<file path="src/poc_pkg.sv">
// What this block does
// - pwm of up to 200 kHz, driven only on coincidence output one
// - coincidence output two never carries pwm; it stays a plain output
// - high time and period latched at run rise; later changes ignored
// - every run starts with the output off before the first high phase
// - run rise sets the active flag from 0 to 1
// - waveform continues while the run command stays set
// - run fall stops the waveform, output off, active flag back to 0
// - new values load while active reads 0; next run uses them
package poc_pkg;
  localparam int VAL_W = 24;
  // one setting unit is 0.1 us
  localparam int UNIT_NS = 100;
  localparam int CLK_PERIOD_NS = 100;
  localparam int TICKS_PER_UNIT = UNIT_NS / CLK_PERIOD_NS;
  localparam int MAX_VALUE = 10000000;
  localparam logic [7:0] ADR_CTRL = 8'h00;
  localparam logic [7:0] ADR_ON_WIDTH = 8'h04;
  localparam logic [7:0] ADR_PERIOD = 8'h08;
  localparam logic [7:0] ADR_STATUS = 8'h0C;
  localparam int CTRL_RUN_BIT = 0;
  localparam int CTRL_OUT2_BIT = 1;
  localparam int STATUS_ACTIVE_BIT = 0;
  localparam logic [31:0] RESET_WORD = 32'h0000_0000;
endpackage : poc_pkg

</file>
<file path="src/poc_eng_if.sv">
`timescale 1ns/1ps
interface poc_eng_if #(parameter int VAL_W = 24);
  logic run;
  logic [VAL_W-1:0] onWidth;
  logic [VAL_W-1:0] period;
  logic active;
  logic pwmOut;
  modport ctrl (output run, output onWidth, output period, input active, input pwmOut);
  modport eng (input run, input onWidth, input period, output active, output pwmOut);
endinterface : poc_eng_if

</file>
<file path="src/poc_engine.sv">
`timescale 1ns/1ps
module poc_engine #(
  parameter int VAL_W = poc_pkg::VAL_W,
  parameter int TICKS = poc_pkg::TICKS_PER_UNIT
) (
  // clock and reset
  input wire logic core_clk,
  input wire logic srst,
  // settings and status
  poc_eng_if.eng eng
);
  if (TICKS < 1 || TICKS > 255) begin : g_chk_ticks
    $error("poc_engine: TICKS must be 1..255");
  end

  typedef struct packed {
    logic runSeen;
    logic active;
    logic out;
    logic [VAL_W-1:0] onLat;
    logic [VAL_W-1:0] perLat;
    logic [VAL_W-1:0] cnt;
    logic [7:0] pre;
  } poc_eng_state_t;

  poc_eng_state_t q, d;

  ////////////////////////////////////////////////////////////////////////
  always_comb begin
    d = q;
    d.runSeen = eng.run;
    if (!eng.run) begin
      d.active = 1'b0;
      d.out = 1'b0;
      d.cnt = '0;
      d.pre = '0;
    end else if (!q.runSeen) begin
      d.onLat = eng.onWidth;
      d.perLat = eng.period;
      d.cnt = '0;
      d.pre = '0;
      d.active = 1'b1;
      d.out = 1'b0;
    end else begin
      // off phase first, then the high phase at the tail of each period
      if (q.pre == 8'(TICKS - 1)) begin
        d.pre = '0;
        // guard against a zero or too small period so the count still wraps
        if (q.cnt + 1'b1 >= q.perLat) begin
          d.cnt = '0;
        end else begin
          d.cnt = q.cnt + 1'b1;
        end
      end else begin
        d.pre = q.pre + 8'h01;
      end
      d.out = (q.onLat != '0) && (q.cnt >= q.perLat - q.onLat);
    end
  end

  always_ff @(posedge core_clk) begin
    if (srst) begin
      q <= '0;
    end else begin
      q <= d;
    end
  end

  assign eng.active = q.active;
  assign eng.pwmOut = q.out;
endmodule : poc_engine

</file>
<file path="src/poc_top.sv">
`timescale 1ns/1ps
module poc_top #(
  parameter int VAL_W = poc_pkg::VAL_W
) (
  // clock and reset
  input wire logic core_clk,
  input wire logic srst,
  // wishbone classic slave
  input wire logic [7:0] wb_adr_i,
  input wire logic [31:0] wb_dat_i,
  input wire logic [3:0] wb_sel_i,
  input wire logic wb_we_i,
  input wire logic wb_stb_i,
  input wire logic wb_cyc_i,
  output logic [31:0] wb_dat_o,
  output logic wb_ack_o,
  // coincidence outputs and status
  output logic coin1Out,
  output logic coin2Out,
  output logic pwm_active_flag
);
  if (VAL_W < 24 || VAL_W > 32) begin : g_chk_width
    $error("poc_top: VAL_W must be 24..32 to hold 10000000");
  end

  typedef struct packed {
    logic ack;
    logic [31:0] datO;
    logic run;
    logic out2;
    logic [VAL_W-1:0] onWidth;
    logic [VAL_W-1:0] period;
    logic coin1;
    logic active;
  } poc_top_state_t;

  poc_top_state_t q, d;
  poc_eng_if #(.VAL_W(VAL_W)) engBus ();

  // byte lane merge, used for every writable register
  function automatic logic [31:0] poc_merge(input logic [31:0] old, input logic [31:0] wr,
                                            input logic [3:0] sel);
    logic [31:0] res;
    res = old;
    for (int i = 0; i < 4; i++) begin
      if (sel[i]) begin
        res[i*8 +: 8] = wr[i*8 +: 8];
      end
    end
    return res;
  endfunction : poc_merge

  ////////////////////////////////////////////////////////////////////////
  always_comb begin
    logic [31:0] wr;
    logic req;
    wr = '0;
    req = wb_cyc_i && wb_stb_i && !q.ack;
    d = q;
    d.ack = req;
    d.coin1 = engBus.pwmOut;
    d.active = engBus.active;
    if (req && wb_we_i) begin
      case (wb_adr_i)
        poc_pkg::ADR_CTRL: begin
          wr = poc_merge({30'h0, q.out2, q.run}, wb_dat_i, wb_sel_i);
          d.run = wr[poc_pkg::CTRL_RUN_BIT];
          d.out2 = wr[poc_pkg::CTRL_OUT2_BIT];
        end
        poc_pkg::ADR_ON_WIDTH: begin
          // accepted at any time; the engine only samples at run rise
          wr = poc_merge(32'(q.onWidth), wb_dat_i, wb_sel_i);
          d.onWidth = wr[VAL_W-1:0];
        end
        poc_pkg::ADR_PERIOD: begin
          wr = poc_merge(32'(q.period), wb_dat_i, wb_sel_i);
          d.period = wr[VAL_W-1:0];
        end
        default: begin
          wr = '0;
        end
      endcase
    end
    if (req && !wb_we_i) begin
      case (wb_adr_i)
        poc_pkg::ADR_CTRL: d.datO = {30'h0, q.out2, q.run};
        poc_pkg::ADR_ON_WIDTH: d.datO = 32'(q.onWidth);
        poc_pkg::ADR_PERIOD: d.datO = 32'(q.period);
        poc_pkg::ADR_STATUS: d.datO = {31'h0, q.active};
        default: d.datO = poc_pkg::RESET_WORD;
      endcase
    end else begin
      d.datO = poc_pkg::RESET_WORD;
    end
  end

  always_ff @(posedge core_clk) begin
    if (srst) begin
      q <= '0;
    end else begin
      q <= d;
    end
  end

  ////////////////////////////////////////////////////////////////////////
  assign engBus.run = q.run;
  assign engBus.onWidth = q.onWidth;
  assign engBus.period = q.period;

  poc_engine #(.VAL_W(VAL_W), .TICKS(poc_pkg::TICKS_PER_UNIT)) uEngine (
    .core_clk(core_clk),
    .srst(srst),
    .eng(engBus)
  );

  assign wb_ack_o = q.ack;
  assign wb_dat_o = q.datO;
  assign coin1Out = q.coin1;
  assign coin2Out = q.out2;
  assign pwm_active_flag = q.active;
endmodule : poc_top

</file>
<file path="config.mk">
export PLATFORM = sky130hd
export DESIGN_NAME = poc_top
export DESIGN_NICKNAME = d
export VERILOG_FILES = /design/src/poc_pkg.sv /design/src/poc_eng_if.sv /design/src/poc_engine.sv /design/src/poc_top.sv
export SDC_FILE = /design/constraint.sdc
export NUM_CORES = 1
export LEC_CHECK = 0
export BUFFER_PORTS_ARGS = -buffer_cell sky130_fd_sc_hd__clkbuf_2
export CORE_UTILIZATION = 39
export CTS_CLUSTER_DIAMETER = 40
export CTS_CLUSTER_SIZE = 40
export DETAILED_ROUTE_END_ITERATION = 10
export PLACE_DENSITY = 0.65
export RECOVER_POWER = 25
export SLEW_MARGIN = 20
export SYNTH_ARGS = -nofsm -noshare
export SYNTH_HDL_FRONTEND = slang
export SYNTH_HIERARCHICAL = 1
export SYNTH_SLANG_ARGS = --single-unit
export TNS_END_PERCENT = 30
</file>
<file path="constraint.sdc">
create_clock -name core_clk -period 4.2 [get_ports core_clk]
set_clock_uncertainty 0.1 [all_clocks]
set_input_delay 0.42 -clock core_clk [delete_from_list [all_inputs] [get_ports core_clk]]
set_output_delay 0.42 -clock core_clk [all_outputs]
set_load 0.03 [all_outputs]
</file>
# [Word-level counts from Yosys, hierarchy flattened]
# Index checks and enable logic that the tools add are counted.
[totals] input_bits=49 word_cells=54 output_inout_bits=36 register_bits=168
[op_classes] reduce_logical=22 magnitude_cmp=2 muxes=2 bitwise=3 add_sub_neg=3 n_eq_ne=3
[op_table] op="$pmux 24 s4" n=1
[op_table] op="$ge 24x24->1" n=2
[op_table] op="$add 24x1->24 const B" n=1
[op_table] op="$mux 24" n=1
[op_table] op="$reduce_bool 24->1" n=1
[op_table] op="$sub 24x24->24" n=1
[op_table] op="$reduce_and 3->1" n=7
[op_table] op="$eq 8x4->1 const B" n=2
[op_table] op="$logic_not 8->1" n=2
[op_table] op="$add 8x1->8 const B" n=1
[op_table] op="$eq 8x3->1 const B" n=1
[op_table] op="$logic_and 1x1->1" n=5
[op_table] op="$reduce_or 2->1" n=2
[op_table] op="$reduce_or 4->1" n=1
[op_table] op="$not 1->1" n=3
[op_table] op="$reduce_or 3->1" n=1
[op_table] op="$logic_not 1->1" n=2
[op_table] op="$reduce_and 2->1" n=1

# [Depth between registers and ports, before layout]
# Gate-level depths: netlist (run 1).
[depth] ltp_word=5 mapped_depth=19 ltp_nobuf=19

# [Hierarchy]
# The synthesis (run 1) kept the hierarchy.
[by_module_without_submodules] mod="poc_engine" area_each_um2=5738.0 cells_each=724 seq_area_each_um2=1661.6 n_inst=1
[by_module_without_submodules] mod="poc_top" area_each_um2=3320.7 cells_each=335 seq_area_each_um2=1541.5 n_inst=1

# [Worst setup path before layout (run 1)]
# No wires, ideal clock.
[synth_timing] path_kind="reg2reg" start="reg uEngine/q[8] (netlist bit)" end="reg uEngine/q[12] (netlist bit)" path_stages_with_launch=18 path_buffers=2 slack_ns=0.511 required_time_ns=4.026 setup_time_ns=0.074 arrival_time_ns=3.515 period_less_slack_ns=3.689 path_cell_list="dfxtp_1 ha_1 nand3_1 nor2_1 nand2_1 nor4_4 nand3_1 xnor2_1 ha_1 a21o_1 a21o_1 a2111oi_4 nand3_2 or2_1 buf_6 buf_6 o21a_1 a31oi_1"
[synth_between] elab_chain_cells=3
[synth_rtl] element="start: declaration" line="poc_engine.sv:26" source="poc_eng_state_t q, d;"
[synth_rtl] element="start signal: assignment" line="poc_engine.sv:63" source="q <= '0;"
[synth_rtl] element="start signal: assignment" line="poc_engine.sv:65" source="q <= d;"
[synth_rtl] element="$add 24x1->24 *" line="poc_engine.sv:49, poc_engine.sv:52"
[synth_rtl] element="$ge 24x24->1" line="poc_engine.sv:49" source="if (q.cnt + 1'b1 >= q.perLat) begin"
[synth_rtl] element="$mux 24 *" line="poc_engine.sv:49"
# Every way passes the cells marked *; elsewhere a longest branch is shown, timed or not.
# A chain may end at the register's enable or synchronous reset.

# [Worst setup path in the final report (run 1)]
[layout_timing] start="reg uEngine/q[16] (netlist bit)" end="reg uEngine/q[12] (netlist bit)"
[layout_between] elab_chain_cells=3
[layout_rtl] element="$add 24x1->24" line="poc_engine.sv:49"
[layout_rtl] element="$ge 24x24->1" line="poc_engine.sv:49"
[layout_rtl] element="$mux 24" line="poc_engine.sv:49"
# Every way passes these cells.

==> impl_metrics.py, run 1 <==
metrics = {
    "clocking": {
        "root_buffer": "clkbuf_16",
        "cts_tree": "built",
        "post_cts_resize_count": 0,
        "numClockSinks": 160,
        "cts_max_path_buffers": 2,
        "cts_hold_buf": 0,
        "numCtsBuffers": 17,
        "cts.htree.levels": 4,
        "clk_latency_ns": 0.43,
        "cts_setup_buffers": 0,
        "cts.clk_slew.worst_paths_ns": 0.07,
    },
    "synth": {
        "synth.avg_cell_area_sq_um": 8.554,
        "netlist_area_sq_mm": 0.009059,
        "yosysTopAreaCell": "dfxtp_1",
        "synth_top_flop_cell": "dfxtp_1",
        "async_flop_share_pct": 0,
        "yosys.area_share.simple_pct": 23.59,
        "synthTopCellsByCount": "160 x dfxtp_1, 122 x nand2_1, 98 x a21oi_1, 81 x nand2b_1, 74 x ha_1",
        "synth_xor_area_share_pct": 4.544,
        "ys_seq_elements": 160,
        "synthCells": 1059,
        "yosysWarnings": 6,
        "synth_top_family_by_area": "simple AND/OR/NAND/NOR gates",
        "ys_top_cells_by_area": "dfxtp_1 35%, ha_1 10%, mux2i_1 5.6%",
        "synth_fa_ha_area_share_pct": 10.44,
        "ys_types": 67,
        "synth_edf_count": 0,
        "muxShareOfSynthArea_pct": 5.884,
        "synth.most_common_cell": "dfxtp_1",
        "ys_seq_area_share_pct": 35.36,
        "synth_top_area_share_pct": 35.36,
        "synth-compound-area-share_pct": 14.46,
    },
    "setup_path": {
        "slowest_stage": "dfxtp_1",
        "cp_cell_sequence": "nand3_1, nor2_1, nand2_1, nor3_1, and3_1, nand3_1, xnor2_1, ha_1, a21o_1, a21o_1, a2111oi_4, nand3_2, or2_1, buf_4, o21a_1, a31oi_1",
        "arrival_ns": 4.12,
        "path_class": "reg -> reg",
        "startpoint_type": "register",
        "crit_fanout": 9,
        "worstSetupEndpointType": "register",
        "slowest_delay_ns": 0.45,
        "critical_path_required_ns": 4.45,
        "reg2reg_depth": 16,
    },
    "route": {
        "ant_nets": 0,
        "remaining_drc_errors": 0,
        "drt-pass1-iter-count": 5,
        "via_per_inst": 5.200,
        "vias": 7348,
        "drt_iter0_markers": 479,
        "wl_microns": 20790,
        "wl_per_cell_microns": 14.71,
    },
    "worst_hold_path": {
        "min_path_type": "in -> reg",
        "hold_depth": 3,
    },
    "cells_and_area": {
        "drive_above_1_share_pct": 10.02,
        "antenna_cells": 0,
        "final_util_pct": 45.11,
        "synthToLayoutAreaGrowth_pct": 13.08,
        "final_nets": 1239,
    },
    "global_route": {
        "grt_use_total_pct": 17.81,
        "grt_pass1_vias": 6957,
        "grt_max_degree": 88,
        "antenna_found_initial": 0,
        "grt_pass1_wl_microns": 34410,
        "grt-ovfl-total": 0,
    },
    "status": {
        "run_status": "finished with violations",
        "violations": "max-capacitance violations, max-slew violations",
    },
    "floorplan": {
        "die_area_sq_mm": 0.02384,
        "core_sq_mm": 0.02271,
        "pin_count": 85,
        "num_rows": 55,
        "start_util_pct": 39.89,
        "fp.dieW_microns": 154.4,
        "die_h_microns": 154.4,
    },
    "placement": {
        "globalplace.congestion": 0.8366,
        "port_buffers": 67,
        "place_hpwl_microns": 15120,
        "place_ws_ns": 0.1953,
    },
    "pwr": {
        "p_leak_nw": 4.227,
        "power.density_mw_per_mm2": 310.5,
        "ir_drop_mv": 0.2767,
    },
    "timing": {
        "relSlewSlack_pct": -4.943,
        "hold_viol_final": 0,
        "finalWorstSetupSlack_ns": 0.3276,
        "worst_slew_pin_slew_ns": 1.574,
        "rsz0062_at_grt": "false",
        "max_freq_mhz": 258.2,
        "fin_tns_setup_ns": 0,
        "finalSetupViolCount": 0,
        "fin_crit_sh_pct": 92.20,
        "maxSlewViolCount": 42,
        "fin_crit_ns": 3.872,
    },
    "run": {
        "drv_cap": 1,
    },
}
cell usage in the layout, fill, tap and decap left out, types with 5 or more instances in the layout:
master     count
nand3_1       63
a22o_1        12
nor3_1         7
nor4_1        10
nand4_1       19
dfxtp_1      159
mux2i_1       51
nand2_1      122
and4_1         6
xnor2_1       25
inv_8          6
o21ai_0       27
clkbuf_16     17
nor2_1        32
a21o_1        35
buf_4         19
a211oi_1       5
clkbuf_1      30
conb_1         8
and3_1        10
xor2_1        22
a31oi_1        5
inv_1         65
ha_1          73
a21oi_1       98
clkbuf_2      39
o21a_1         6
nor2b_1        9
nand2b_1      81
stage by stage:
| stage | cells | power [mW] | hold slack [ns] | cell area, sq um |
|---|---|---|---|---|
| 3_3_place_gp | 1381 | 1.645 | 0.3485 | 9683 |
| 5_1_grt | 1413 | 3.277 | 0.1632 | 10240 |
| 3_5_place_dp | 1381 | 1.645 | 0.3616 | 9683 |
| 4_1_cts | 1413 | 3.206 | 0.1452 | 10270 |
| 2_1_floorplan | 1066 | 1.617 | 0.3138 | 9085 |
| 6_report | 1413 | 3.181 | 0.1511 | 10240 |
sequential cells by signal, summed over array words and instances, names as in the netlist:
name	flops
coin1Out	1
coin2Out	1
engBus.onWidth	24
engBus.period	24
engBus.run	1
pwm_active_flag	1
uEngine/eng.active	1
uEngine/eng.pwmOut	1
uEngine/q	81
wb_ack_o	1
wb_dat_o	24
final cells by class:
cell class	instances	area [sq um]
clock buffers	18	429.2
clock inverters	14	161.4
fillers	2269	12470
inverters	65	244.0
multi-input cells	784	5401
flip-flops and latches	160	3204
well taps	285	356.6
repair buffers	87	446.7
worst paths after layout:
| kind | start | to | slack, ns |
|---|---|---|---|
| worst max-delay path | uEngine/q[16] | uEngine/q[12] | 0.33 |
| worst min-delay path | wb_dat_i[2] | engBus.period[2] | 0.15 |
| worst max register to register | uEngine/q[16] | uEngine/q[12] | 0.33 |
| worst min register to register | uEngine/q[58] | uEngine/q[58] | 0.37 |
metal layers:
layer	up-vias	track usage (%)	routed length (microns)
li1	3791	-	-
met1	3371	24.24	10440
met2	159	28.53	9164
met3	27	3.138	810
met4	0	5.658	379
met5	-	0	0
power by group:
group          internal [mW]  total [mW]  leakage (nW)  switching [mW]
Combinational         0.0344      0.0925          2.65          0.0581
Sequential              1.52        1.52          1.29        0.000323
Clock                  0.851        1.57         0.290           0.721
logic make-up (layout without fill, tap and decap cells):
kind of cell	count (synthesis)	count (layout)
adder cells (fa/ha/maj)	75	75
XOR/XNOR	47	47
AO/OA/AOI/OAI	208	208
other	1	8
multiplexers	52	52
buffers and inverters	122	184
flip-flops	160	160
AND/OR/NAND/NOR	394	394
critical path: cells and delay by family, from the launching register on:
kind / cells / cell delay [ns]
XOR/XNOR: 1 / 0.18
AO/OA/AOI/OAI: 5 / 1.03
flip-flops: 1 / 0.45
adder cells (fa/ha/maj): 1 / 0.30
AND/OR/NAND/NOR: 8 / 1.53
buffers and inverters: 1 / 0.21
Power figures use the tool's default switching activity.
==> run 2, diff against run 1 <==
--- a/config.mk
+++ b/config.mk
@@ -6,11 +6,11 @@
 export NUM_CORES = 1
 export LEC_CHECK = 0
 export BUFFER_PORTS_ARGS = -buffer_cell sky130_fd_sc_hd__clkbuf_2
-export CORE_UTILIZATION = 39
+export CORE_UTILIZATION = 45
 export CTS_CLUSTER_DIAMETER = 40
 export CTS_CLUSTER_SIZE = 40
 export DETAILED_ROUTE_END_ITERATION = 10
-export PLACE_DENSITY = 0.65
+export PLACE_DENSITY = 0.72
 export RECOVER_POWER = 25
 export SLEW_MARGIN = 20
 export SYNTH_ARGS = -nofsm -noshare
==> run 2 against run 1 <==
  * The flow still finishes with violations (max-capacitance violations, max-slew violations)
  * First-iteration DRC count up 0.84%
  * Largest cell class unchanged
  * Sequential share of layout area fell by 0.11 points
  * Core utilization up 7.3 points
  * Final area up 0.31%
==> impl_metrics.py, run 2 (synthesized netlist as in run 1, its figures left out) <==
metrics = {
    "status": {
        "run_status": "finished with violations",
        "violations": "max-capacitance violations, max-slew violations",
    },
    "route": {
        "wl_per_cell_microns": 14.57,
        "drt-pass1-iter-count": 6,
        "via_per_inst": 5.352,
        "remaining_drc_errors": 0,
        "vias": 7460,
        "ant_nets": 0,
        "wl_microns": 20310,
        "drt_iter0_markers": 483,
    },
    "setup_path": {
        "path_class": "reg -> reg",
        "startpoint_type": "register",
        "worstSetupEndpointType": "register",
        "crit_family": "simple AND/OR/NAND/NOR gates",
        "slowest_stage": "dfxtp_1",
        "regToRegStartpoint": "uEngine/q[9]",
        "cp_cell_sequence": "ha_1, nand3_1, nor2_1, nand2_1, nor4_4, nand3_1, xnor2_1, ha_1, a21o_1, a21o_1, a2111oi_4, nand3_2, or2_4, buf_12, o21ai_0, a21o_1",
        "reg2reg_depth": 16,
        "arrival_ns": 4.10,
        "path_common_cell": "a21o_1",
        "r2r_slack_ns": 0.37,
        "critical_path_required_ns": 4.48,
        "r2r_end": "uEngine/q[24]",
        "slowest_delay_ns": 0.41,
        "critPathBufInv": 1,
        "crit_fanout": 9,
    },
    "cells_and_area": {
        "largest_reg_flops": 81,
        "final_cell_mix": "160 x dfxtp_1, 122 x nand2_1, 98 x a21oi_1",
        "synthToLayoutAreaGrowth_pct": 13.43,
        "final_nets": 1240,
        "antenna_cells": 0,
        "drive_above_1_share_pct": 10.19,
        "final_common_cell": "dfxtp_1",
        "num-fill-cells": 1852,
        "top_register": "uEngine/q",
    },
    "clocking": {
        "cts_tree": "built",
        "root_buffer": "clkbuf_16",
        "cts.htree.levels": 4,
        "numCtsBuffers": 17,
        "clk_latency_ns": 0.44,
        "cts_max_path_buffers": 2,
        "numClockSinks": 160,
        "cts.clk_slew.worst_paths_ns": 0.08,
    },
    "global_route": {
        "grt_pass1_wl_microns": 34200,
        "grt_use_total_pct": 20.88,
        "grt-ovfl-total": 0,
        "grt_max_degree": 127,
        "antenna_found_initial": 0,
        "grt_pass1_vias": 7129,
    },
    "floorplan": {
        "pin_count": 85,
        "die_area_sq_mm": 0.02070,
        "die_h_microns": 143.9,
        "core_sq_mm": 0.01959,
        "num_rows": 51,
        "start_util_pct": 46.24,
        "fp.dieW_microns": 143.9,
    },
    "placement": {
        "port_buffers": 67,
        "place_ws_ns": 0.2440,
        "place_hpwl_microns": 14740,
        "globalplace.congestion": 0.8673,
    },
    "worst_hold_path": {
        "min_path_type": "in -> reg",
        "hold_end": "engBus.onWidth[20]",
        "hold_depth": 3,
        "min_from": "wb_dat_i[20]",
    },
    "pwr": {
        "ir_drop_mv": 0.2873,
        "p_leak_nw": 4.256,
        "power.density_mw_per_mm2": 310.5,
    },
    "timing": {
        "relSlewSlack_pct": -33.75,
        "fin_crit_ns": 3.827,
        "max_freq_mhz": 261.3,
        "fin_crit_sh_pct": 91.12,
        "finalSetupViolCount": 0,
        "hold_viol_final": 0,
        "maxSlewViolCount": 127,
        "rsz0062_at_grt": "false",
        "worst_slew_pin_slew_ns": 2.006,
        "fin_tns_setup_ns": 0,
        "finalWorstSetupSlack_ns": 0.3731,
    },
    "run": {
        "drv_cap": 1,
    },
}
## run 2: cell count changes in the layout (fill, tap and decap cells not counted), sizes merged
cell	delta
inv	-3
clkinvlp	-1
clkinv	+5
buf	+1
bufinv	-1
## run 2: how the worst max path moves through the flow
stage / startpoint / endpoint / slack, ns / depth (start not counted)
2_1_floorplan: uEngine/q[8] / uEngine/q[12] / 0.51 / 17
3_3_place_gp: uEngine/q[9] / uEngine/q[12] / 0.33 / 15
3_5_place_dp: uEngine/q[9] / uEngine/q[12] / 0.24 / 16
4_1_cts: uEngine/q[9] / uEngine/q[24] / 0.21 / 16
5_1_grt: uEngine/q[57] / uEngine/eng.pwmOut / 0.003 / 18
6_report: uEngine/q[9] / uEngine/q[24] / 0.37 / 16
## run 2: power by group
part | total [mW] | internal (mW) | switching (mW)
Clock | 1.58 | 0.829 | 0.753
Sequential | 1.52 | 1.52 | 0.000314
Combinational | 0.0930 | 0.0351 | 0.0579
## run 2: layout make-up
type | count | area (sq um) | area share [%]
Multi-Input combinational cell | 784 | 5403 | 52.58
Tap cell | 265 | 331.6 | 3.227
Inverter | 65 | 244.0 | 2.375
Clock buffer | 18 | 439.2 | 4.274
Timing Repair Buffer | 88 | 466.7 | 4.542
Clock inverter | 14 | 187.7 | 1.827
Sequential cell | 160 | 3203 | 31.17
## run 2: repair_timing
action / in CTS / in global routing
hold buffers: 0 / 0
resized for setup: 0 / 3
setup endpoints to repair: 0 / 5
setup buffers: 0 / 2
## run 2: worst reg2reg max path, stage by stage, from the launching register on
cell and delay (ns):
dfxtp_1 0.41, ha_1 0.26, nand3_1 0.13, nor2_1 0.18, nand2_1 0.14, nor4_4 0.37, nand3_1 0.14, xnor2_1 0.18
ha_1 0.20, a21o_1 0.17, a21o_1 0.20, a2111oi_4 0.36, nand3_2 0.13, or2_4 0.32, buf_12 0.15, o21ai_0 0.19
a21o_1 0.14
## run 2: stage by stage
stage / utilization [%] / power, mW / hold WS (ns) / instances / instance area, sq um
after floorplan: - / 1.617 / 0.3138 / 1066 / 9085
after global placement: 49.31 / 1.643 / 0.3475 / 1360 / 9661
after detailed placement: 49.31 / 1.644 / 0.3636 / 1360 / 9661
after CTS: 52.51 / 3.212 / 0.1198 / 1392 / 10290
final: 52.45 / 3.191 / 0.1406 / 1394 / 10270
after global routing: 52.45 / 3.287 / 0.1520 / 1394 / 10270
## run 2: layer usage
metal	part of all wire (%)	track usage (%)
met2	46	33.87
met1	47	27.36
met5	0	0
met4	1.7	7.447
met3	4.8	4.132
